## config.mk

```make
export PLATFORM = sky130hd
export DESIGN_NAME = smr_top
export DESIGN_NICKNAME = d
export VERILOG_FILES = /design/src/smr_pkg.sv /design/src/smr_top.sv
export SDC_FILE = /design/constraint.sdc
export NUM_CORES = 1
export LEC_CHECK = 0
export ABC_AREA = 1
export BUFFER_PORTS_ARGS = -buffer_cell sky130_fd_sc_hd__buf_2
export CAP_MARGIN = 15
export CORE_MARGIN = 5
export CORE_UTILIZATION = 40
export CTS_CLUSTER_SIZE = 25
export DETAILED_ROUTE_END_ITERATION = 6
export HOLD_SLACK_MARGIN = 0.05
export SLEW_MARGIN = 10
export SYNTH_ARGS = -nofsm -noshare
export SYNTH_HDL_FRONTEND = slang
export SYNTH_SLANG_ARGS = --single-unit
```

## constraint.sdc

```tcl
create_clock -name aclk -period 4.6 [get_ports aclk]
set_clock_uncertainty 0.15 [all_clocks]
set_input_delay 0.69 -clock aclk [delete_from_list [all_inputs] [get_ports aclk]]
set_output_delay 0.69 -clock aclk [all_outputs]
set_load 0.05 [all_outputs]
```

## src/smr_pkg.sv

```systemverilog
// Package for the supply monitor, reset and clock control block.
// Assumes a 20 MHz aclk and a 32-bit AXI4-Lite register bus.
package smr_pkg;
  // Clock rate and timing
  localparam int CLK_HZ = 20000000;
  localparam int SETTLE_US = 10;
  localparam int SETTLE_CYC = (SETTLE_US * CLK_HZ) / 1000000;
  localparam int HALT_WAKE_MS = 1;
  localparam int HALT_WAKE_CYC_DEF = (HALT_WAKE_MS * CLK_HZ) / 1000;
  localparam int RESET_SEQ_CYC_DEF = 64;
  localparam int IDLE_WAKE_CYC_DEF = 8192;
  // Register byte offsets
  localparam logic [3:0] ADDR_SUPPLY_CTRL = 4'h0;
  localparam logic [3:0] ADDR_HALT_CTRL = 4'h4;
  localparam logic [3:0] ADDR_CFG_STAT = 4'h8;
  // Supply detect control fields
  localparam int FLAG_BIT = 0;
  localparam int SRC_BIT = 2;
  localparam int LVL_LSB = 3;
  localparam int LVL_MSB = 7;
  // Halt control fields
  localparam int HALT_BIT = 0;
  localparam int IDLE_BIT = 1;
  // Clock source codes
  localparam logic [1:0] CLK_INT = 2'h0;
  localparam logic [1:0] CLK_SQUARE = 2'h1;
  localparam logic [1:0] CLK_XTAL = 2'h2;
  // AXI responses
  localparam logic [1:0] RESP_OKAY = 2'h0;
  localparam logic [1:0] RESP_SLVERR = 2'h2;
  typedef enum logic [2:0] {
    SMR_HOLD, SMR_SEQ, SMR_RUN, SMR_HALT, SMR_WAKE, SMR_IDLE
  } smr_state_t;
endpackage

```

## src/smr_top.sv

```systemverilog
// Supply supervision, reset sourcing, clock select and low-power control.
// Assumes comparator and reset-source inputs are asynchronous levels,
// and that configuration bits arrive from a programming-mode interface.
// What this block does
// RL1: Hold reset while brownout low; start reset sequence once it clears.
// RL2: Release core to fetch first instruction when reset sequence ends.
// RL3: Brownout acts only with its config bit; software cannot clear it.
// RL4: Clearing brownout config bit needs programming mode, no write protect.
// RL5: Low-supply flag set below threshold, cleared when back above it.
// RL6: Flag at bit 0 is read-only; 1 means below threshold.
// RL7: Bits 7..3 pick one of 32 thresholds, changeable any time.
// RL8: Flag causes no hardware action and no interrupt.
// RL9: Bit 2 routes external monitor pin, else supply, to comparator.
// RL10: Detector config bit set/cleared in programming mode only, guarded.
// RL11: Detector off in halt and idle; software waits 10 us after.
// RL12: Any reset restores registers, pins input; clock after start delay.
// RL13: Power-on, brownout, watchdog and pin resets start the sequence.
// RL14: Internal mode divides oscillator by two; oscillator stops in halt.
// RL15: Two-bit clock select: internal, square, crystal, reserved.
// RL16: Square clock mode uses external clock input undivided.
// RL17: Write 1 to bit 0 enters halt; self-clears on leaving.
// RL18: Halt stops oscillator and monitors; only wakeup logic or a power-on, watchdog or pin reset ends it.
// RL19: After halt wakeup, wait oscillator start-up delay before running.
// RL20: Write bit 1 with bit 0 clear enters idle; self-clears on leaving idle.
// RL21: Idle keeps oscillator, watchdog, timer; overflow every 8192 wakes.
// RL22: Comparator outputs pass two-stage synchronisers before use.
module smr_top
  import smr_pkg::*;
#(
  parameter int RESET_SEQ_CYC = RESET_SEQ_CYC_DEF,
  parameter int HALT_WAKE_CYC = HALT_WAKE_CYC_DEF,
  parameter int IDLE_WAKE_CYC = IDLE_WAKE_CYC_DEF
) (
  input wire logic aclk,
  input wire logic aresetn,
  input wire logic [3:0] s_axi_awaddr,
  input wire logic s_axi_awvalid,
  output logic s_axi_awready,
  input wire logic [31:0] s_axi_wdata,
  input wire logic [3:0] s_axi_wstrb,
  input wire logic s_axi_wvalid,
  output logic s_axi_wready,
  output logic [1:0] s_axi_bresp,
  output logic s_axi_bvalid,
  input wire logic s_axi_bready,
  input wire logic [3:0] s_axi_araddr,
  input wire logic s_axi_arvalid,
  output logic s_axi_arready,
  output logic [31:0] s_axi_rdata,
  output logic [1:0] s_axi_rresp,
  output logic s_axi_rvalid,
  input wire logic s_axi_rready,
  input wire logic brownout_cmp_low,
  input wire logic supply_cmp_low,
  input wire logic ext_cmp_low,
  input wire logic por_req,
  input wire logic watchdog_req,
  input wire logic ext_reset_n,
  input wire logic multi_input_wakeup,
  input wire logic program_mode,
  input wire logic global_write_protect,
  input wire logic cfg_wr,
  input wire logic cfg_brownout_en,
  input wire logic cfg_monitor_en,
  input wire logic [1:0] cfg_clock_sel,
  input wire logic ext_clock_in,
  input wire logic osc_clk,
  output logic core_reset,
  output logic core_clk,
  output logic osc_enable,
  output logic crystal_drive_out,
  output logic detector_enable,
  output logic [4:0] threshold_level_sel,
  output logic monitor_source_sel,
  output logic brownout_reset,
  output logic pins_to_input,
  output logic low_power
);
  smr_state_t state_reg;
  logic [31:0] cnt_reg;
  logic brownout_enable_cfg, supply_monitor_enable_cfg;
  logic [1:0] clock_source_sel;
  logic bo_s1, bo_s2, sup_s1, sup_s2, ext_s1, ext_s2;
  logic low_supply_flag, osc_div_reg, osc_prev_reg;
  logic halt_enable, idle_enable;
  logic aw_hold, w_hold;
  logic [3:0] awaddr_reg;
  logic [7:0] wbyte_reg;
  logic reset_src, wr_fire;

  // Non-volatile config: only programming mode writes it
  always_ff @(posedge aclk) begin
    if (!aresetn) begin
      brownout_enable_cfg <= 1'b0;
      supply_monitor_enable_cfg <= 1'b0;
      clock_source_sel <= CLK_INT;
    end else if (cfg_wr && program_mode) begin
      // Sets always pass; clears blocked by write protect
      if (cfg_brownout_en || !global_write_protect) // RL3 RL4
        brownout_enable_cfg <= cfg_brownout_en;
      if (cfg_monitor_en || !global_write_protect) // RL10
        supply_monitor_enable_cfg <= cfg_monitor_en;
      if (cfg_clock_sel != 2'h3) // RL15
        clock_source_sel <= cfg_clock_sel;
    end
  end

  // Two-stage synchronisers; first stage read only by the second
  always_ff @(posedge aclk) begin
    if (!aresetn) begin
      bo_s1 <= 1'b0;
      bo_s2 <= 1'b0;
      sup_s1 <= 1'b0;
      sup_s2 <= 1'b0;
      ext_s1 <= 1'b0;
      ext_s2 <= 1'b0;
    end else begin
      bo_s1 <= brownout_cmp_low; // RL22
      bo_s2 <= bo_s1;
      sup_s1 <= supply_cmp_low;
      sup_s2 <= sup_s1;
      ext_s1 <= ext_cmp_low;
      ext_s2 <= ext_s1;
    end
  end

  // Brownout only counts while enabled and not stopped by halt or idle
  assign brownout_reset = brownout_enable_cfg && bo_s2 &&
                          (state_reg != SMR_HALT) &&
                          (state_reg != SMR_IDLE); // RL3 RL18
  assign reset_src = por_req || brownout_reset || watchdog_req ||
                     !ext_reset_n; // RL13

  // Detector runs only outside halt and idle
  assign detector_enable = supply_monitor_enable_cfg &&
                           (state_reg != SMR_HALT) &&
                           (state_reg != SMR_IDLE); // RL11 RL18
  assign osc_enable = (state_reg != SMR_HALT) &&
                      (clock_source_sel == CLK_INT); // RL14 RL18

  // Flag follows the comparator level; no interrupt path exists
  always_ff @(posedge aclk) begin
    if (!aresetn)
      low_supply_flag <= 1'b0;
    else if (!detector_enable)
      low_supply_flag <= 1'b0;
    else
      low_supply_flag <= monitor_source_sel ? ext_s2 : sup_s2; // RL5 RL9 RL8
  end

  // Power state machine and its single shared counter
  always_ff @(posedge aclk) begin
    if (!aresetn) begin
      state_reg <= SMR_HOLD;
      cnt_reg <= 32'h0;
    end else if (reset_src) begin
      state_reg <= SMR_HOLD; // RL1 RL13
      cnt_reg <= 32'h0;
    end else begin
      case (state_reg)
        SMR_HOLD: begin
          state_reg <= SMR_SEQ; // RL1
          cnt_reg <= 32'h0;
        end
        SMR_SEQ: begin
          cnt_reg <= cnt_reg + 32'h1;
          if (cnt_reg >= 32'(RESET_SEQ_CYC - 1))
            state_reg <= SMR_RUN; // RL2 RL12
        end
        SMR_RUN: begin
          cnt_reg <= 32'h0;
          if (wr_fire && awaddr_reg == ADDR_HALT_CTRL) begin
            if (wbyte_reg[HALT_BIT])
              state_reg <= SMR_HALT; // RL17
            else if (wbyte_reg[IDLE_BIT])
              state_reg <= SMR_IDLE; // RL20
          end
        end
        SMR_HALT: begin
          cnt_reg <= 32'h0;
          if (multi_input_wakeup)
            state_reg <= SMR_WAKE; // RL18
        end
        SMR_WAKE: begin
          cnt_reg <= cnt_reg + 32'h1;
          if (cnt_reg >= 32'(HALT_WAKE_CYC - 1))
            state_reg <= SMR_RUN; // RL19
        end
        SMR_IDLE: begin
          // Timer overflow period stands in for timer 0
          cnt_reg <= cnt_reg + 32'h1;
          if (cnt_reg >= 32'(IDLE_WAKE_CYC - 1))
            state_reg <= SMR_RUN; // RL21
        end
        default: state_reg <= SMR_HOLD;
      endcase
    end
  end

  assign core_reset = (state_reg == SMR_HOLD) || (state_reg == SMR_SEQ);
  assign pins_to_input = core_reset; // RL12
  assign low_power = (state_reg == SMR_HALT) || (state_reg == SMR_IDLE) ||
                     (state_reg == SMR_WAKE);
  // Write-only bits read back as live mode, clearing on exit
  assign halt_enable = (state_reg == SMR_HALT); // RL17
  assign idle_enable = (state_reg == SMR_IDLE); // RL20

  // Divide-by-two on rising edges of the sampled oscillator level;
  // a level test alone would toggle on every aclk of a slow high phase
  always_ff @(posedge aclk) begin
    if (!aresetn) begin
      osc_prev_reg <= 1'b0;
      osc_div_reg <= 1'b0;
    end else begin
      osc_prev_reg <= osc_clk;
      if (osc_clk && !osc_prev_reg && osc_enable)
        osc_div_reg <= ~osc_div_reg; // RL14
    end
  end

  // Core clock mux; stopped in reset, halt and the wake settling delay
  always_comb begin
    core_clk = 1'b0;
    if (!core_reset && state_reg != SMR_HALT &&
        state_reg != SMR_WAKE) begin // RL12 RL19
      case (clock_source_sel)
        CLK_INT: core_clk = osc_div_reg; // RL14
        CLK_SQUARE: core_clk = ext_clock_in; // RL16
        CLK_XTAL: core_clk = ext_clock_in;
        default: core_clk = 1'b0;
      endcase
    end
  end
  assign crystal_drive_out = (clock_source_sel == CLK_XTAL) &&
                             (state_reg != SMR_HALT) && !ext_clock_in;

  // AXI write: take address and data in either order
  assign s_axi_awready = !aw_hold && !s_axi_bvalid;
  assign s_axi_wready = !w_hold && !s_axi_bvalid;
  assign wr_fire = aw_hold && w_hold && !s_axi_bvalid;
  always_ff @(posedge aclk) begin
    if (!aresetn) begin
      aw_hold <= 1'b0;
      w_hold <= 1'b0;
      awaddr_reg <= 4'h0;
      wbyte_reg <= 8'h0;
      s_axi_bvalid <= 1'b0;
      s_axi_bresp <= RESP_OKAY;
    end else begin
      if (s_axi_awvalid && s_axi_awready) begin
        aw_hold <= 1'b1;
        awaddr_reg <= s_axi_awaddr;
      end
      if (s_axi_wvalid && s_axi_wready) begin
        w_hold <= 1'b1;
        wbyte_reg <= s_axi_wstrb[0] ? s_axi_wdata[7:0] : 8'h0;
      end
      if (wr_fire) begin
        aw_hold <= 1'b0;
        w_hold <= 1'b0;
        s_axi_bvalid <= 1'b1;
        s_axi_bresp <= (awaddr_reg == ADDR_SUPPLY_CTRL ||
                        awaddr_reg == ADDR_HALT_CTRL ||
                        awaddr_reg == ADDR_CFG_STAT) ? RESP_OKAY
                                                     : RESP_SLVERR;
      end else if (s_axi_bready)
        s_axi_bvalid <= 1'b0;
    end
  end

  // Control fields; flag bit ignored on write
  always_ff @(posedge aclk) begin
    if (!aresetn || core_reset) begin
      threshold_level_sel <= 5'h0; // RL12
      monitor_source_sel <= 1'b0;
    end else if (wr_fire && awaddr_reg == ADDR_SUPPLY_CTRL) begin
      threshold_level_sel <= wbyte_reg[LVL_MSB:LVL_LSB]; // RL7
      monitor_source_sel <= wbyte_reg[SRC_BIT]; // RL9 RL6
    end
  end

  // AXI read
  assign s_axi_arready = !s_axi_rvalid;
  always_ff @(posedge aclk) begin
    if (!aresetn) begin
      s_axi_rvalid <= 1'b0;
      s_axi_rdata <= 32'h0;
      s_axi_rresp <= RESP_OKAY;
    end else if (s_axi_arvalid && s_axi_arready) begin
      s_axi_rvalid <= 1'b1;
      s_axi_rresp <= RESP_OKAY;
      case (s_axi_araddr)
        ADDR_SUPPLY_CTRL: s_axi_rdata <= {24'h0, threshold_level_sel,
                            monitor_source_sel, 1'b0, low_supply_flag}; // RL6
        ADDR_HALT_CTRL: s_axi_rdata <= {30'h0, idle_enable, halt_enable};
        ADDR_CFG_STAT: s_axi_rdata <= {24'h0, supply_monitor_enable_cfg,
                          brownout_enable_cfg, clock_source_sel, 1'b0,
                          state_reg};
        default: begin
          s_axi_rdata <= 32'h0;
          s_axi_rresp <= RESP_SLVERR;
        end
      endcase
    end else if (s_axi_rready)
      s_axi_rvalid <= 1'b0;
  end

  // Assertions
  a_brownout_holds: assert property ( // RL1
    @(posedge aclk) disable iff (!aresetn)
    brownout_reset |=> core_reset)
    else $error("brownout did not hold reset");
  a_seq_length: assert property ( // RL2
    @(posedge aclk) disable iff (!aresetn)
    $fell(reset_src) |-> core_reset [*2])
    else $error("reset sequence too short");
  a_bo_needs_cfg: assert property ( // RL3
    @(posedge aclk) disable iff (!aresetn)
    !brownout_enable_cfg |-> !brownout_reset)
    else $error("brownout active while disabled");
  a_cfg_protect: assert property ( // RL4
    @(posedge aclk) disable iff (!aresetn)
    (!program_mode || global_write_protect) && brownout_enable_cfg
    |=> brownout_enable_cfg)
    else $error("brownout config cleared while protected");
  a_flag_follow: assert property ( // RL5
    @(posedge aclk) disable iff (!aresetn)
    detector_enable && !monitor_source_sel && sup_s2 &&
    $stable(detector_enable)
    |=> low_supply_flag || !detector_enable || monitor_source_sel)
    else $error("flag not set when low");
  a_halt_stops: assert property ( // RL18
    @(posedge aclk) disable iff (!aresetn)
    state_reg == SMR_HALT |-> !osc_enable && !detector_enable)
    else $error("halt left systems running");
  a_idle_detect: assert property ( // RL11
    @(posedge aclk) disable iff (!aresetn)
    state_reg == SMR_IDLE |-> !detector_enable && !brownout_reset)
    else $error("detector running in idle");
  a_halt_entry: assert property ( // RL17
    @(posedge aclk) disable iff (!aresetn)
    state_reg == SMR_RUN && !reset_src && wr_fire &&
    awaddr_reg == ADDR_HALT_CTRL && wbyte_reg[HALT_BIT]
    |=> halt_enable)
    else $error("halt not entered");
  a_wake_delay: assert property ( // RL19
    @(posedge aclk) disable iff (!aresetn)
    $rose(state_reg == SMR_WAKE) |-> !(state_reg == SMR_RUN) [*2])
    else $error("halt wake skipped delay");
  a_square_clk: assert property ( // RL16
    @(posedge aclk) disable iff (!aresetn)
    state_reg == SMR_RUN && clock_source_sel == CLK_SQUARE
    |-> core_clk == ext_clock_in)
    else $error("square clock not passed");
  a_monitor_protect: assert property ( // RL10
    @(posedge aclk) disable iff (!aresetn)
    (!program_mode || global_write_protect) && supply_monitor_enable_cfg
    |=> supply_monitor_enable_cfg)
    else $error("detector config cleared while protected");
  // Only wakeup or a reset source may end halt
  a_halt_exit: assert property ( // RL18
    @(posedge aclk) disable iff (!aresetn)
    state_reg == SMR_HALT && !multi_input_wakeup && !reset_src
    |=> state_reg == SMR_HALT)
    else $error("halt left without wakeup");
  a_reg_restore: assert property ( // RL12
    @(posedge aclk) disable iff (!aresetn)
    core_reset |=> threshold_level_sel == 5'h0 && !monitor_source_sel)
    else $error("control fields not restored by reset");
  // A low flag alone never moves the power state
  a_run_steady: assert property ( // RL8
    @(posedge aclk) disable iff (!aresetn)
    state_reg == SMR_RUN && !reset_src && !wr_fire
    |=> state_reg == SMR_RUN)
    else $error("run state left without cause");
  a_wake_clk_off: assert property ( // RL19
    @(posedge aclk) disable iff (!aresetn)
    state_reg == SMR_WAKE |-> !core_clk)
    else $error("core clock ran during wake delay");
  a_flag_off: assert property ( // RL11
    @(posedge aclk) disable iff (!aresetn)
    !detector_enable |=> !low_supply_flag)
    else $error("flag set while detector off");
  a_seq_release: assert property ( // RL2
    @(posedge aclk) disable iff (!aresetn)
    state_reg == SMR_SEQ && !reset_src &&
    cnt_reg >= 32'(RESET_SEQ_CYC - 1) |=> !core_reset)
    else $error("core not released after sequence");
  a_xtal_drive: assert property ( // RL15
    @(posedge aclk) disable iff (!aresetn)
    clock_source_sel != CLK_XTAL |-> !crystal_drive_out)
    else $error("crystal drive active outside crystal mode");
endmodule

```

Word-level counts from Yosys, hierarchy flattened
Index checks and enable logic that the tools add are counted.
{"block": "op_classes", "n_lt_le_gt_ge": 3, "bitwise_logic": 2, "eq_ne": 21, "add_sub_neg": 1, "reduce_logical": 61, "muxes": 20}
{"operator": "one-hot mux 32 bit (2 select lines)", "count": 1}
{"operator": "adder 32 x 1 -> 32 bit, second input constant", "count": 1}
{"operator": ">= comparator 32 x 13 -> 1 bit, second input constant", "count": 1}
{"operator": ">= comparator 32 x 15 -> 1 bit, second input constant", "count": 1}
{"operator": ">= comparator 32 x 6 -> 1 bit, second input constant", "count": 1}
{"operator": "one-hot mux 8 bit (3 select lines)", "count": 1}
{"operator": "logical AND 1 bit", "count": 22}
{"operator": "2-to-1 mux 3 bit", "count": 7}
{"operator": "one-hot mux 3 bit (6 select lines)", "count": 1}
{"operator": "logical OR 1 bit", "count": 11}
{"operator": "logical NOT 1 bit", "count": 10}
{"operator": "inequality test 2 bit, second input constant", "count": 5}
{"operator": "inequality test 3 bit, second input constant", "count": 3}
{"operator": "OR reduction 3 bit", "count": 3}
{"operator": "== test 4 x 3 -> 1 bit, second input constant", "count": 2}
{"operator": "== test 4 bit, second input constant", "count": 2}
{"operator": "logical NOT 4 bit", "count": 2}
{"operator": "2-to-1 mux 8 bit", "count": 1}
{"operator": "AND reduction 2 bit", "count": 4}
{"operator": "== test 3 x 2 -> 1 bit, second input constant", "count": 2}
{"operator": "== test 3 bit, second input constant", "count": 2}
{"operator": "2-to-1 mux 1 bit", "count": 6}
{"operator": "AND reduction 6 bit", "count": 1}
{"operator": "nonzero test 2 bit", "count": 3}
{"operator": "other kinds (11)", "count": 15}
{"block": "totals", "output_inout_bits": 55, "wordCells": 133, "reg_bits": 106}

Logic depth before layout (Yosys ltp)
Gate-level depths: netlist (run 1).
{"block": "logic_depth", "ltp_word": 7, "depth_mapped": 13, "depth_no_buf": 13}

Worst setup path after synthesis (run 1)
Ideal clock, no wire load.
{"block": "synth_timing", "path_type": "in2out", "from": "input ext_clock_in", "to": "output crystal_drive_out", "path_buffers": 0, "cell_stages": 1, "arrival_time_ps": 1848, "required_time_ps": 3760, "slack_ps": 1912, "path_cell_list": "nor3b_1"}
{"block": "synth_between", "elab_chain_len": 2}
{"element": "from (decl)", "line_no": "smr_top.sv:66", "rtl": "input wire logic ext_clock_in,"}
{"element": "logical NOT 1 bit", "line_no": "smr_top.sv:235", "rtl": "(state_reg != SMR_HALT) && !ext_clock_in;"}
{"element": "logical AND 1 bit", "line_no": "smr_top.sv:235"}
{"element": "to (decl)", "line_no": "smr_top.sv:71", "rtl": "output logic crystal_drive_out,"}
No other way between the ends.

Final worst setup path (run 1)
{"block": "layout_timing", "from": "register state_reg[1]", "to": "output low_power"}
{"block": "layout_between", "elab_chain_len": 3, "word_cells_on_any_way": 5}
{"element": "from (decl)", "line_no": "smr_top.sv:79", "rtl": "smr_state_t state_reg;"}
{"element": "from (signal assigned)", "line_no": "smr_top.sv:154", "rtl": "state_reg <= SMR_HOLD;"}
{"element": "from (signal assigned)", "line_no": "smr_top.sv:157", "rtl": "state_reg <= SMR_HOLD;"}
{"element": "from (signal assigned)", "line_no": "smr_top.sv:162", "rtl": "state_reg <= SMR_SEQ;"}
{"element": "== test 3 x 2 -> 1 bit or == test 3 bit (tied branches)", "line_no": "smr_top.sv:202", "rtl": "assign low_power = (state_reg == SMR_HALT) || (state_reg == SMR_IDLE) ||"}
{"element": "logical OR 1 bit", "line_no": "smr_top.sv:202"}
{"element": "logical OR 1 bit *", "line_no": "smr_top.sv:202"}
{"element": "to (decl)", "line_no": "smr_top.sv:77", "rtl": "output logic low_power"}
Mark *: on every way between the ends. The rest lies on a longest branch, timed or not.

==> flow_summary.toml, run 1 <==
[outcome]
status = "finished, final reports clean"

[yosys]
synth_compound_area_frac = 0.156
synth_top_family_by_area = "simple AND/OR/NAND/NOR gates"
synth-simple-area-share = 0.342
yosysWarnings = 0
ys_seq_elements = 80
netlist_area_um2 = 4490
synth_cells = 679
synth-xor-area-share = 0.00195
yosysSeqAreaShare = 0.357
synth_adder_area_share = 0.0111
avgSynthCellArea_um2 = 6.61
synth_cell_types = 46
synthMuxAreaShare = 0

[sta]
fmax_mhz = 375
final-hold-violation-count = 0
rsz0062_at_grt = "no"
maxSlewViolCount = 0
setup_viol = 0
setup-tns-final_ns = 0
relSlewSlack = 0.522
min_period_ns = 2.67
worst_slew_pin_slew_ns = 0.716
fin_crit_sh = 0.580

[setup_path]
slowest_stage = "dfxtp_1"
crit_path_start = "state_reg[1]"
required_ns = 3.76
crit_family = "flip-flops"
cp_max_fo = 7
setup.worst_path.start_class = "flop"
critPathCaptureType = "primary output"
worstPathArrival_ns = 1.83
critical_path.endpoint = "low_power"
r2r_end = "cnt_reg[14]"
cp_slowest_stage_delay_ns = 0.49
crit_type = "reg2out"
crit_buf_inv = 3
critical_path_cell_count = 6
cp_cell_sequence = "inv_2 > nand3_1 > o21a_1 > inv_1 > or2_2 > buf_2"
reg2regPathDepth = 9
regToRegSetupSlack_ns = 2.41
r2r-start = "state_reg[1]"

[pwr]
swShare = 0.281
intPower_mw = 1.12
power_frac_comb = 0.111
switching_power_mw = 0.437
p_leak_nw = 2.16
clockPowerShare = 0.424
ir_drop_uv = 178
p_per_area_nw_per_um2 = 305
p_seq_frac = 0.465
total_power_mw = 1.55

[detailed_routing]
first_pass_iters = 5
drc = 0
vias = 4359
totalWireLength_um = 11700
vias_per_cell = 4.91
wire_per_inst_um = 13.2
drtIter0Drc = 166
antenna_left = 0

[global_route]
antenna_found_initial = 0
grt_use_total = 0.184
grt_pass1_vias = 4252
grt_start_max_net_pins = 33
grt_pass1_wl_um = 19900
overflow = 0

[cells_and_area]
nNetsFinal = 813
fillers = 1173
area_growth_pct = 13.6
final_cell_mix = "nand2_1, nor2_1, dfxtp_1"
drive_gt1_frac = 0.157
final_common_cell = "nand2_1"
diodes = 0
largest_reg_flops = 32

[placed_design]
hpwl_um = 8860
gp_congestion = 0.869
placement.io_buffers = 68

[floorplan]
start_util = 0.411
fp.dieW_um = 116
io_pins = 122
die_area_um2 = 13400
core_area_um2 = 10900
rows = 38
die_y_um = 116

[cts]
clock_latency_ns = 0.34
numCtsBuffers = 9
clock_tree.root_cell = "clkbuf_16"
ctsHtreeMaxLevel = 3
cts_tree = "yes"
post_cts_buffers = 0
cts_num_sinks = 80
clk_pin_slew_worst_paths_ns = 0.06
clockBufferDepth = 2
ctsResizeCount = 0
hold_buffers = 0

[hold_path]
hold_class = "reg2reg"

[job]
drv_cap = 0
## power by group through the flow
stage	sequential (mW)	clock, mW	combinational (mW)
global placement	0.737	0	0.171
detailed placement	0.737	0	0.173
global route	0.724	0.707	0.189
finish	0.722	0.659	0.173
floorplan	0.745	0	0.142
CTS	0.722	0.680	0.173
## worst register-to-register path, stage by stage, from the launching register on
cell and delay [ns]:
dfxtp_1 0.49, inv_2 0.12, nand3_1 0.16, o21a_1 0.17, nand3_1 0.10, nand2_1 0.09
buf_4 0.36, inv_1 0.25, o21ai_0 0.14, a21oi_1 0.05
## final cells by class
cell class	instances	area [µm²]	area share
multi-input cells	500	2390	0.469
flip-flops and latches	80	1600	0.314
repair buffers	70	355	0.0697
inverters	81	304	0.0596
clock buffers	10	229	0.0449
well taps	140	175	0.0344
clock inverters	6	42.5	0.00834
## kinds of logic (layout without fill, tap and decap cells)
logic type	after synthesis	count (layout)
buf+inv	124	167
fa+ha+maj	4	4
compound gates	119	119
other cells	1	26
simple gates	350	350
flops	80	80
xor+xnor	1	1
## per-layer routing
metal,GRT usage,vias to the layer above,part of all wire
li1,-,2276,-
met1,0.236,1952,0.46
met2,0.307,116,0.48
met3,0.0303,15,0.049
met4,0.0758,0,0.018
met5,0,-,0
## worst min-delay path by stage
| stage | startpoint | to | depth (start not counted) |
|---|---|---|---|
| 2_1_floorplan | bo_s1 | bo_s2 | 2 |
| 3_3_place_gp | bo_s1 | bo_s2 | 2 |
| 3_5_place_dp | ext_s1 | ext_s2 | 2 |
| 4_1_cts | ext_s1 | ext_s2 | 2 |
| 5_1_grt | bo_s1 | bo_s2 | 2 |
| 6_report | bo_s1 | bo_s2 | 2 |
## per-stage QoR
stage          hold slack [ns]  instance area, µm²  instances  worst slack (ns)   util
6_report                 0.267                5100        887              1.93  0.466
2_1_floorplan            0.240                4580        704              1.91      -
3_5_place_dp             0.254                4830        871              1.72  0.441
5_1_grt                  0.286                5100        887              1.75  0.466
4_1_cts                  0.270                5100        887              1.94  0.466
3_3_place_gp             0.248                4830        871              1.74  0.441
## cell usage after synthesis (all sizes together)
library cell | number | share of area
a22oi | 2 | 0.0033
nor4 | 1 | 0.0014
buf | 37 | 0.059
nand3b | 2 | 0.0033
nand4 | 11 | 0.015
nand3 | 38 | 0.043
a211oi | 8 | 0.013
nor3b | 2 | 0.0033
clkinv | 1 | 0.00084
o31ai | 1 | 0.0017
nor2 | 100 | 0.096
conb | 1 | 0.00084
a22o | 1 | 0.0020
a221oi | 3 | 0.0072
dfxtp | 80 | 0.36
a21o | 3 | 0.0050
nor3 | 13 | 0.020
o21ai | 25 | 0.028
o311ai | 1 | 0.0020
o21bai | 2 | 0.0033
o21a | 3 | 0.0050
nand2 | 181 | 0.16
or2 | 2 | 0.0028
a31oi | 2 | 0.0028
a21oi | 58 | 0.066
inv | 80 | 0.067
clkbuf | 6 | 0.0050
a311oi | 2 | 0.0039
xor2 | 1 | 0.0020
ha | 4 | 0.011
o211ai | 3 | 0.0050
o22ai | 5 | 0.0070
Note: power is estimated with default switching activity, not from simulation.
==> run 2: changes to the inputs <==
PLACE_DENSITY = 0.66   (was default)
clock period = 2.4 ns   (was 4.6 ns; I/O delays follow)
==> run 2 against run 1 <==
Effect of this change: register-to-register slack got worse by 1.9 ns; clock power increased by 110%; worst setup slack got worse by 1.7 ns; sequential share of layout area decreased by 0.54 points; via count increased by 2.7%; first-iteration DRC count increased by 49%; global-route usage about the same; critical endpoint unchanged; total power increased by 100%; largest cell class unchanged; die area unchanged; combinational power increased by 96%.
==> flow_summary.toml, run 2 (synthesis gave the netlist of run 1 again) <==
[outcome]
status = "finished, final reports clean"

[floorplan]
fp.dieW_um = 116
io_pins = 122
rows = 38
start_util = 0.411
die_area_um2 = 13400
core_area_um2 = 10900
die_y_um = 116

[detailed_routing]
vias = 4477
drc = 0
met1Wirelength_um = 5240
totalWireLength_um = 11700
wl_met2_um = 5350
antenna_left = 0
dr_wl_met3_um = 845
drtIter0Drc = 247
wire_per_inst_um = 13.0
vias_per_cell = 5.01
first_pass_iters = 5
highest_layer = "met4"

[sta]
maxSlewViolCount = 0
setup_slack_ns = 0.184
rsz0062_at_grt = "no"
setup_viol = 0
min_period_ns = 2.22
fin_crit_sh = 0.923
final-hold-violation-count = 0
relSlewSlack = 0.661
worst_slew_pin_slew_ns = 0.508
holdWs_ns = 0.0655
setup-tns-final_ns = 0
fmax_mhz = 451

[cts]
ctsHtreeMaxLevel = 3
numCtsBuffers = 9
clockBufferDepth = 2
clock_latency_ns = 0.35
cts_num_sinks = 80
clk_pin_slew_worst_paths_ns = 0.06
cts_tree = "yes"
clock_tree.root_cell = "clkbuf_16"

[global_route]
grt_pass1_vias = 4369
grt_pass1_wl_um = 19700
grt_start_max_net_pins = 29
grt_use_total = 0.184
antenna_found_initial = 0
overflow = 0

[pwr]
switching_power_mw = 0.872
swShare = 0.278
p_per_area_nw_per_um2 = 603
clockPowerShare = 0.449
ir_drop_uv = 573
power_frac_comb = 0.108
total_power_mw = 3.13
p_seq_frac = 0.442
p_leak_nw = 2.21
intPower_mw = 2.26

[cells_and_area]
area_growth_pct = 15.6
final_cell_mix = "nand2_1, nor2_1, dfxtp_1"
nNetsFinal = 820
drive_gt1_frac = 0.163
diodes = 0
largest_reg_flops = 32
final_common_cell = "nand2_1"
stdcell_area_um2 = 5190

[hold_path]
hold_class = "in2reg"
min_delay_path_depth = 3

[setup_path]
critical_path_cell_count = 6
crit_family = "flip-flops"
critPathCaptureType = "primary output"
crit_buf_inv = 3
crit_type = "reg2out"
cp_max_fo = 6
cp_cell_sequence = "inv_1 > nand2_1 > o21a_1 > inv_1 > or2_2 > buf_2"
slowest_stage = "dfxtp_1"
worstPathArrival_ns = 1.71
cp_slowest_stage_delay_ns = 0.42
reg2regPathDepth = 7
cpMostUsedCell = "inv_1"
setup.worst_path.start_class = "flop"
required_ns = 1.89

[placed_design]
placement.io_buffers = 68
dp_slack_ns = 0.481
gp_congestion = 0.854
hpwl_um = 8940
placed_cell_area_um2 = 4860

[job]
drv_cap = 0
## run 2: cell count changes in the layout (fill, tap and decap cells not counted), sizes merged
cell and delta:
inv +1, bufinv +1, clkinvlp -1, buf +4, clkbuf -1, dlygate4sd3 +3
## run 2: layout make-up
type	count	area (µm²)
clock inverter	7	77.6
fill	1125	5740
inverter	81	304
tap	140	175
multi-input combinational	500	2390
clock buffer	9	225
sequential	80	1600
timing repair buffer	77	415
## run 2: final timing paths
check	start	endpoint	slack, ns
setup / recovery	state_reg[2]	low_power	0.18
hold / removal	osc_clk	osc_prev_reg	0.07
setup reg to reg	w_hold	threshold_level_sel[1]	0.48
hold reg to reg	sup_s1	sup_s2	0.26
## run 2: power by group through the flow
| stage | sequential [mW] | combinational, mW | clock (mW) |
|---|---|---|---|
| detailed placement | 1.42 | 0.335 | 0 |
| global route | 1.39 | 0.373 | 1.51 |
| CTS | 1.39 | 0.340 | 1.45 |
| finish | 1.39 | 0.339 | 1.41 |
| floorplan | 1.43 | 0.272 | 0 |
| global placement | 1.41 | 0.330 | 0 |
## run 2: stage by stage
step / cells / utilization
2_1_floorplan: 704 / -
3_3_place_gp: 875 / 0.444
3_5_place_dp: 875 / 0.444
4_1_cts: 894 / 0.475
5_1_grt: 894 / 0.475
6_report: 894 / 0.475
## run 2: routing by layer
layer | vias up | track usage
met1 | 2025 | 0.224
met2 | 146 | 0.305
met3 | 16 | 0.0606
met4 | 0 | 0.0619
li1 | 2290 | -
met5 | - | 0
## run 2: tightest hold or removal path, cell delays in order
cell and delay, ns:
buf_2 0.09, nand2_1 0.05, inv_1 0.04
## run 2: timing repair
action	in CTS	in global routing
resized for setup	0	1
endpoints found under the setup margin	0	1
hold buffers	3	0
hold endpoints to repair	3	0
buffers inserted	0	0
